## config.mk

```make
export PLATFORM = sky130hd
export DESIGN_NAME = hpd_host_port
export DESIGN_NICKNAME = d
export VERILOG_FILES = /design/src/pkg/hpd_pkg.sv /design/src/logic/hpd_host_port.sv
export VERILOG_INCLUDE_DIRS = /design/src /design/src/pkg
export SDC_FILE = /design/constraint.sdc
export NUM_CORES = 1
export LEC_CHECK = 0
export BUFFER_PORTS_ARGS = -buffer_cell sky130_fd_sc_hd__buf_2
export CORE_MARGIN = 2
export CORE_UTILIZATION = 30
export DETAILED_ROUTE_END_ITERATION = 12
export HOLD_SLACK_MARGIN = 0.05
export PLACE_DENSITY = 0.6
export SLEW_MARGIN = 20
export SYNTH_ARGS = -nofsm -noshare
export SYNTH_HDL_FRONTEND = slang
export SYNTH_SLANG_ARGS = --single-unit
```

## constraint.sdc

```tcl
create_clock -name i_ref_clk -period 7 [get_ports i_ref_clk]
set_clock_uncertainty 0.2 [all_clocks]
set_input_delay 0.35 -clock i_ref_clk [delete_from_list [all_inputs] [get_ports i_ref_clk]]
set_output_delay 0.35 -clock i_ref_clk [all_outputs]
set_load 0.02 [all_outputs]
```

## src/pkg/hpd_defines.svh

```systemverilog
/*
 * Constants of the host port block: control bit positions, request source codes, sizes.
 * Assumes inclusion by the package and the design file under its bare name.
 */
// Notes on behaviour
// - A 0 in control bit 12 selects one data strobe plus a read/write direction line.
// - Control bit 9 sets the data strobe polarity, and 0 makes it active low.
// - A 0 in interface control bit 2 makes one request line signal both receive and transmit needs.
// - Control bits 14 and 15 set request and acknowledge polarity, and 0 makes each active low.
// - A six-channel DMA controller moves data between internal memory and the host port.
// - Each channel has a five-bit request source field, and two codes of it pick the host port, one for receive and one for transmit.
// - A channel set to the host port is triggered by the receive-full or transmit-empty flag.
// - There is no request and acknowledge handshake that lets an outside DMA stream data.
// - The port works only while control bit 6 is 1, and there is no enable pin; the DMA triggers and memory requests still run while bit 6 is 0.
// - A 0 in control bit 11 selects the non-multiplexed host bus with separate address lines; the port has no address inputs.
// - Control bit 13 sets the chip select polarity, and 0 makes it active low.
`ifndef HPD_DEFINES_SVH
`define HPD_DEFINES_SVH

// ----------------------------------------------------------------------------
// Control register bit positions
// ----------------------------------------------------------------------------
`define HPD_CTL_ON_BIT 6
`define HPD_CTL_DS_POL_BIT 9
`define HPD_CTL_MUX_BIT 11
`define HPD_CTL_DUAL_DS_BIT 12
`define HPD_CTL_CS_POL_BIT 13
`define HPD_CTL_REQ_POL_BIT 14
`define HPD_CTL_ACK_POL_BIT 15
`define HPD_ICR_DUAL_REQ_BIT 2

// ----------------------------------------------------------------------------
// Request source codes and sizes
// ----------------------------------------------------------------------------
`define HPD_DRS_HOST_RX 5'h12
`define HPD_DRS_HOST_TX 5'h13
`define HPD_NUM_CHAN 6
`define HPD_DATA_W 8
`define HPD_FIFO_DEPTH 4
`define HPD_SYNC_W 12
`define HPD_RST_BYTE 8'h00

`endif

```

## src/pkg/hpd_pkg.sv

```systemverilog
/*
 * Types of the host port block.
 * Assumes the defines header is on the include path.
 */
`include "hpd_defines.svh"

package hpd_pkg;

   typedef enum logic [2:0] {
      HPD_IDLE = 3'h1,
      HPD_RX_WAIT = 3'h2,
      HPD_TX_WAIT = 3'h4
   } hpd_state_t;

   typedef struct packed {
      logic valid;
      logic write;
      logic [2:0] chan;
      logic [`HPD_DATA_W-1:0] data;
   } hpd_mem_req_t;

   typedef struct packed {
      logic ack_seen;
      logic overrun;
      logic transmit_empty_flag;
      logic receive_full_flag;
   } hpd_status_t;

endpackage

```

## src/logic/hpd_host_port.sv

```systemverilog
/*
 * Host port with receive FIFO, transmit holding register and six-channel DMA trigger logic.
 * Assumes host pins arrive asynchronously and that memory answers a request by raising
 * i_mem_ready, with read data valid in that same cycle.
 */
`timescale 1ns/1ps
`include "hpd_defines.svh"

// ----------------------------------------------------------------------------
// Receive FIFO
// ----------------------------------------------------------------------------
module hpd_fifo #(
   parameter int W = 8,
   parameter int D = 4
) (
   input wire logic i_ref_clk,
   input wire logic i_sys_rst,
   input wire logic i_in_valid,
   output logic o_in_ready,
   input wire logic [W-1:0] i_in_data,
   output logic o_out_valid,
   input wire logic i_out_ready,
   output logic [W-1:0] o_out_data
);
   localparam int AW = $clog2(D);
   typedef struct packed {
      logic [D-1:0][W-1:0] mem;
      logic [AW:0] wp;
      logic [AW:0] rp;
   } hpd_fifo_st_t;
   hpd_fifo_st_t st_q;
   hpd_fifo_st_t st_d;
   logic full;
   logic empty;

   assign empty = (st_q.wp == st_q.rp);
   assign full = (st_q.wp[AW] != st_q.rp[AW]) && (st_q.wp[AW-1:0] == st_q.rp[AW-1:0]);
   assign o_in_ready = !full;
   assign o_out_valid = !empty;
   assign o_out_data = st_q.mem[st_q.rp[AW-1:0]];

   always_comb begin
      st_d = st_q;
      if (i_in_valid && !full) begin
         st_d.mem[st_q.wp[AW-1:0]] = i_in_data;
         st_d.wp = st_q.wp + 1'b1;
      end
      if (i_out_ready && !empty) begin
         st_d.rp = st_q.rp + 1'b1;
      end
   end

   always_ff @(posedge i_ref_clk) begin
      if (i_sys_rst) begin
         st_q <= '0;
      end else begin
         st_q <= st_d;
      end
   end
endmodule // hpd_fifo

// ----------------------------------------------------------------------------
// Host port top
// ----------------------------------------------------------------------------
module hpd_host_port
   import hpd_pkg::*;
(
   input wire logic i_ref_clk,
   input wire logic i_sys_rst,
   input wire logic [15:0] i_host_port_control_reg,
   input wire logic [7:0] i_interface_control_reg,
   input wire logic [`HPD_NUM_CHAN-1:0] i_dma_chan_on,
   input wire logic [`HPD_NUM_CHAN-1:0][4:0] i_dma_request_source_sel,
   input wire logic i_host_chip_select,
   input wire logic i_host_data_strobe,
   input wire logic i_host_read_write_line,
   input wire logic i_host_acknowledge_line,
   input wire logic [`HPD_DATA_W-1:0] i_host_data,
   output logic [`HPD_DATA_W-1:0] o_host_data,
   output logic o_host_data_oe,
   output logic o_host_request_line,
   output hpd_status_t o_host_status_reg,
   output logic [`HPD_NUM_CHAN-1:0] o_dma_trigger,
   output hpd_mem_req_t o_mem_req,
   input wire logic i_mem_ready,
   input wire logic [`HPD_DATA_W-1:0] i_mem_rdata
);
   typedef struct packed {
      logic [`HPD_SYNC_W-1:0] s1;
      logic [`HPD_SYNC_W-1:0] s2;
      logic [`HPD_SYNC_W-1:0] s3;
      logic [`HPD_SYNC_W-1:0] filt;
      logic wr_prev;
      logic rd_prev;
      logic [`HPD_DATA_W-1:0] tx_byte;
      logic tx_full;
      logic data_oe;
      logic req_pin;
      hpd_status_t status;
      logic [`HPD_NUM_CHAN-1:0] trig;
      hpd_mem_req_t mem;
      hpd_state_t state;
   } hpd_st_t;

   hpd_st_t st_q;
   hpd_st_t st_d;
   logic rx_in_valid;
   logic rx_in_ready;
   logic rx_out_valid;
   logic rx_out_ready;
   logic [`HPD_DATA_W-1:0] rx_out_data;

   // Filtered pin levels: bit 11 chip select, 10 strobe, 9 direction, 8 acknowledge.
   logic live;
   logic cs_act;
   logic ds_act;
   logic wr_act;
   logic rd_act;
   logic ack_act;
   logic req_act;

   always_comb begin
      // Multiplexed bus mode is not offered, so selecting it keeps the port quiet.
      live = i_host_port_control_reg[`HPD_CTL_ON_BIT]
         && !i_host_port_control_reg[`HPD_CTL_MUX_BIT];
      cs_act = st_q.filt[11] ~^ i_host_port_control_reg[`HPD_CTL_CS_POL_BIT];
      ds_act = st_q.filt[10] ~^ i_host_port_control_reg[`HPD_CTL_DS_POL_BIT];
      if (i_host_port_control_reg[`HPD_CTL_DUAL_DS_BIT]) begin
         wr_act = ds_act;
         rd_act = st_q.filt[9] ~^ i_host_port_control_reg[`HPD_CTL_DS_POL_BIT];
      end else begin
         wr_act = ds_act && !st_q.filt[9];
         rd_act = ds_act && st_q.filt[9];
      end
      wr_act = wr_act && live && cs_act;
      rd_act = rd_act && live && cs_act;
      ack_act = live && (st_q.filt[8] ~^ i_host_port_control_reg[`HPD_CTL_ACK_POL_BIT]);
      if (i_interface_control_reg[`HPD_ICR_DUAL_REQ_BIT]) begin
         req_act = live && st_q.tx_full;
      end else begin
         req_act = live && (st_q.tx_full || rx_in_ready);
      end
   end

   assign rx_in_valid = wr_act && !st_q.wr_prev;
   assign rx_out_ready = (st_q.state == HPD_RX_WAIT) && i_mem_ready;

   hpd_fifo #(
      .W(`HPD_DATA_W),
      .D(`HPD_FIFO_DEPTH)
   ) u_rx_fifo (
      .i_ref_clk(i_ref_clk),
      .i_sys_rst(i_sys_rst),
      .i_in_valid(rx_in_valid),
      .o_in_ready(rx_in_ready),
      .i_in_data(st_q.filt[`HPD_DATA_W-1:0]),
      .o_out_valid(rx_out_valid),
      .i_out_ready(rx_out_ready),
      .o_out_data(rx_out_data)
   );

   always_comb begin
      logic found;
      found = 1'b0;
      st_d = st_q;
      st_d.s1 = {i_host_chip_select, i_host_data_strobe, i_host_read_write_line,
         i_host_acknowledge_line, i_host_data};
      st_d.s2 = st_q.s1;
      st_d.s3 = st_q.s2;
      for (int b = 0; b < `HPD_SYNC_W; b++) begin
         if (st_q.s2[b] == st_q.s3[b]) begin
            st_d.filt[b] = st_q.s3[b];
         end
      end
      st_d.wr_prev = wr_act;
      st_d.rd_prev = rd_act;
      st_d.data_oe = rd_act;
      // The byte is released once the host ends its read strobe.
      if (st_q.rd_prev && !rd_act) begin
         st_d.tx_full = 1'b0;
      end
      // Acknowledge only reports a level; it never paces transfers.
      st_d.status.ack_seen = ack_act;
      if (rx_in_valid && !rx_in_ready) begin
         st_d.status.overrun = 1'b1;
      end
      st_d.req_pin = req_act ? i_host_port_control_reg[`HPD_CTL_REQ_POL_BIT]
         : !i_host_port_control_reg[`HPD_CTL_REQ_POL_BIT];
      st_d.trig = '0;
      case (st_q.state)
         HPD_IDLE: begin
            for (int c = 0; c < `HPD_NUM_CHAN; c++) begin
               if (!found && i_dma_chan_on[c]) begin
                  if (i_dma_request_source_sel[c] == `HPD_DRS_HOST_RX
                     && st_q.status.receive_full_flag) begin
                     found = 1'b1;
                     st_d.trig[c] = 1'b1;
                     st_d.mem = '{valid: 1'b1, write: 1'b1, chan: 3'(c), data: rx_out_data};
                     st_d.state = HPD_RX_WAIT;
                  end else if (i_dma_request_source_sel[c] == `HPD_DRS_HOST_TX
                     && st_q.status.transmit_empty_flag && !rd_act) begin
                     found = 1'b1;
                     st_d.trig[c] = 1'b1;
                     st_d.mem = '{valid: 1'b1, write: 1'b0, chan: 3'(c),
                        data: `HPD_RST_BYTE};
                     st_d.state = HPD_TX_WAIT;
                  end
               end
            end
         end
         HPD_RX_WAIT: begin
            if (i_mem_ready) begin
               st_d.mem.valid = 1'b0;
               st_d.state = HPD_IDLE;
            end
         end
         HPD_TX_WAIT: begin
            if (i_mem_ready) begin
               st_d.mem.valid = 1'b0;
               st_d.tx_byte = i_mem_rdata;
               st_d.tx_full = 1'b1;
               st_d.state = HPD_IDLE;
            end
         end
         default: begin
            st_d.mem.valid = 1'b0;
            st_d.state = HPD_IDLE;
         end
      endcase
      // The receive flag follows state one cycle late, so a fresh pop is not seen as new data.
      st_d.status.receive_full_flag = rx_out_valid && !rx_out_ready
         && (st_q.state != HPD_RX_WAIT);
      st_d.status.transmit_empty_flag = !st_d.tx_full && (st_d.state != HPD_TX_WAIT);
   end

   always_ff @(posedge i_ref_clk) begin
      if (i_sys_rst) begin
         st_q <= '0;
         st_q.req_pin <= 1'b1;
         st_q.state <= HPD_IDLE;
         st_q.tx_byte <= `HPD_RST_BYTE;
      end else begin
         st_q <= st_d;
      end
   end

   assign o_host_data = st_q.tx_byte;
   assign o_host_data_oe = st_q.data_oe;
   assign o_host_request_line = st_q.req_pin;
   assign o_host_status_reg = st_q.status;
   assign o_dma_trigger = st_q.trig;
   assign o_mem_req = st_q.mem;
endmodule // hpd_host_port

```

==> results.py <==
metrics = {
    "sta": {
        "setup_viol": 0,
        "slew-limit-headroom": 0.302,
        "rsz0062_at_grt": "false",
        "period_minus_slack_ns": 2.83,
        "hold_violations": 0,
        "min_period_over_period": 0.405,
        "tns_ns": 0,
        "slew_violations": 0,
        "fmax_mhz": 353,
        "worst_pin_slew_ns": 1.05,
    },
    "status": {
        "status": "finished clean",
    },
    "worst_setup_path": {
        "cp_max_fo": 8,
        "path_class": "reg2reg",
        "crit_path_start_kind": "register",
        "worst-r2r-cell-count": 7,
        "arrival_ns": 2.91,
        "cp.required_ns": 7.08,
        "end_kind": "register",
    },
    "die": {
        "row_count": 49,
        "die_width_um": 139,
        "dieArea_mm2": 0.0193,
        "ios": 116,
        "core_mm2": 0.0179,
        "die_h_um": 139,
        "initial_core_util": 0.304,
    },
    "logic_synthesis": {
        "postSynthNetCount": 683,
        "synth-seq-area-share": 0.455,
        "synth_top_area_share": 0.455,
        "synth_most_common_cell": "dfxtp_1",
        "yosys-top-cells-area": "dfxtp_1 (46%), a21oi_1 (5.4%), nand2_1 (5.2%)",
        "synthFlopType": "dfxtp_1",
        "yosys_warnings": 0,
        "netlist_top_cells_count": "dfxtp_1 (124), nand2_1 (75), a21oi_1 (59), nor2_1 (41), nand3_1 (38)",
        "synth_cell_types": 67,
        "synth-edff-count": 0,
        "synth_top_cell_by_area": "dfxtp_1",
        "syn_inst": 595,
        "async_flop_share": 0,
        "ys_seq_elements": 124,
        "post_synth.cell_area_avg_um2": 9.16,
        "synth_area_mm2": 0.00545,
    },
    "final_layout": {
        "synthToLayoutAreaGrowth_pct": 22.9,
        "antennaDiodeCount": 0,
        "nFillCells": 1803,
        "nets": 765,
        "seqCellArea_mm2": 0.00248,
        "largest_reg_flops": 38,
        "final_cell_area_mm2": 0.00670,
        "drive_above_1_share": 0.236,
        "top_register": "u_rx_fifo.st_q",
        "multi_input_area_mm2": 0.00257,
    },
    "route": {
        "drtIter0Drc": 147,
        "vias": 4304,
        "post_drt_wl_per_cell_um": 13.0,
        "wl_um": 12000,
        "drtAntennaViolNets": 0,
        "dr.pass1.iters": 4,
        "route.detailed.drc": 0,
        "avgViaCountPerCell": 4.68,
    },
    "pwr": {
        "p_comb_frac": 0.059,
        "seq_power_share": 0.436,
        "leakagePower_nw": 2.51,
        "power_frac_clock": 0.506,
        "p_int_mw": 1.27,
        "peakVddDrop_mv": 0.176,
        "switchingPower_uw": 399,
        "p_sw_frac": 0.239,
        "p_per_area_mw_per_mm2": 249,
    },
    "placement": {
        "port_buffers": 99,
        "placed_cell_area_mm2": 0.00591,
        "gp_congestion": 0.850,
        "dpl.hpwl_um": 8140,
    },
    "global_routing": {
        "track_usage": 0.127,
        "grt_pass1_wl_um": 20200,
        "grt_remaining_overflow": 0,
        "grt_pass1_vias": 4216,
        "antenna_found_initial": 0,
        "grt_max_degree": 56,
    },
    "flow_run": {
        "max-cap-violations": 0,
    },
    "clock_network": {
        "insertion_delay_ns": 0.41,
        "clkTransAtPathRegs_ns": 0.06,
        "clockBufferDepth": 2,
        "cts_root_buf": "clkbuf_16",
        "cts_tree": "yes",
        "htree_levels": 4,
        "cts_sinks": 124,
        "numCtsBuffers": 17,
    },
    "hold_path": {
        "hold_path_depth": 3,
        "hp-class": "in2reg",
    },
}
-- timing repair --
| item | in CTS | in global routing |
|---|---|---|
| buffers inserted | 0 | 0 |
| hold endpoints to repair | 21 | 0 |
| resized for setup | 0 | 0 |
| hold buffers | 21 | 0 |
-- per-stage QoR --
step / total power, mW / setup WS [ns] / util / instances / hold WS (ns)
after floorplan: 0.799 / 4.54 / - / 595 / 0.214
after global placement: 0.830 / 4.05 / 0.330 / 866 / 0.218
after detailed placement: 0.831 / 4.04 / 0.330 / 866 / 0.224
after CTS: 1.69 / 4.12 / 0.374 / 919 / 0.0606
after global routing: 1.73 / 3.99 / 0.374 / 919 / 0.101
final: 1.67 / 4.17 / 0.374 / 919 / 0.0771
-- kinds of logic after synthesis --
| family | count (synthesis) | synth area share |
|---|---|---|
| mux | 12 | 0.0409 |
| simple gates | 234 | 0.222 |
| compound gates | 132 | 0.176 |
| xor+xnor | 12 | 0.0207 |
| buf+inv | 76 | 0.0744 |
| flops | 124 | 0.455 |
| fa+ha+maj | 5 | 0.0115 |
-- cell usage in the layout (no fill, tap or decap), drive strengths merged, types with 6 or more instances in the layout --
cell / netlist / layout
mux4: 8 / 8
o21ai: 17 / 17
inv: 17 / 23
nand2: 76 / 76
o211ai: 7 / 7
dfxtp: 124 / 124
a21oi: 59 / 59
nand3: 38 / 38
nor2b: 36 / 36
nor3: 9 / 9
o2bb2ai: 8 / 8
a31oi: 6 / 6
clkbuf: 21 / 19
buf: 38 / 101
nor2: 43 / 43
xnor2: 10 / 10
dlygate4sd3: 0 / 21
-- power by group through the flow --
stage	logic [mW]	registers (mW)	clock network, mW
finish	0.0976	0.726	0.843
global route	0.108	0.727	0.896
CTS	0.0985	0.726	0.867
detailed placement	0.0896	0.742	0
global placement	0.0887	0.742	0
floorplan	0.0594	0.739	0
-- path summary, 6_finish.rpt --
check	start	endpoint	slack, ns
hold reg to reg	st_d[73]	st_d[61]	0.24
setup / recovery	st_q[49]	o_mem_req[2]	4.17
hold / removal	i_host_port_control_reg[15]	o_host_status_reg[3]	0.08
setup reg to reg	st_q[49]	o_mem_req[2]	4.17
-- worst max-delay path, stage by stage, from the launching register on --
cell and delay, ns:
dfxtp_1 0.37, o211a_1 0.29, o311ai_4 0.50, nand2_2 0.25
o211ai_1 0.31, nor2_1 0.13, o41ai_4 0.51, o2bb2ai_1 0.13
-- routing by layer --
metal / track usage / vias to the layer above / routed length, µm
li1: - / 2211 / -
met1: 0.156 / 1972 / 5560
met2: 0.210 / 102 / 5650
met3: 0.0366 / 19 / 518
met4: 0.0521 / 0 / 220
met5: 0 / - / 0
-- cell type report --
class / count / share of cell area
multi-input cells: 395 / 0.383
flip-flops and latches: 124 / 0.371
repair buffers: 122 / 0.108
clock buffers: 19 / 0.0661
well taps: 229 / 0.0428
clock inverters: 13 / 0.0194
inverters: 17 / 0.00953
(Power assumes the default switching activity.)
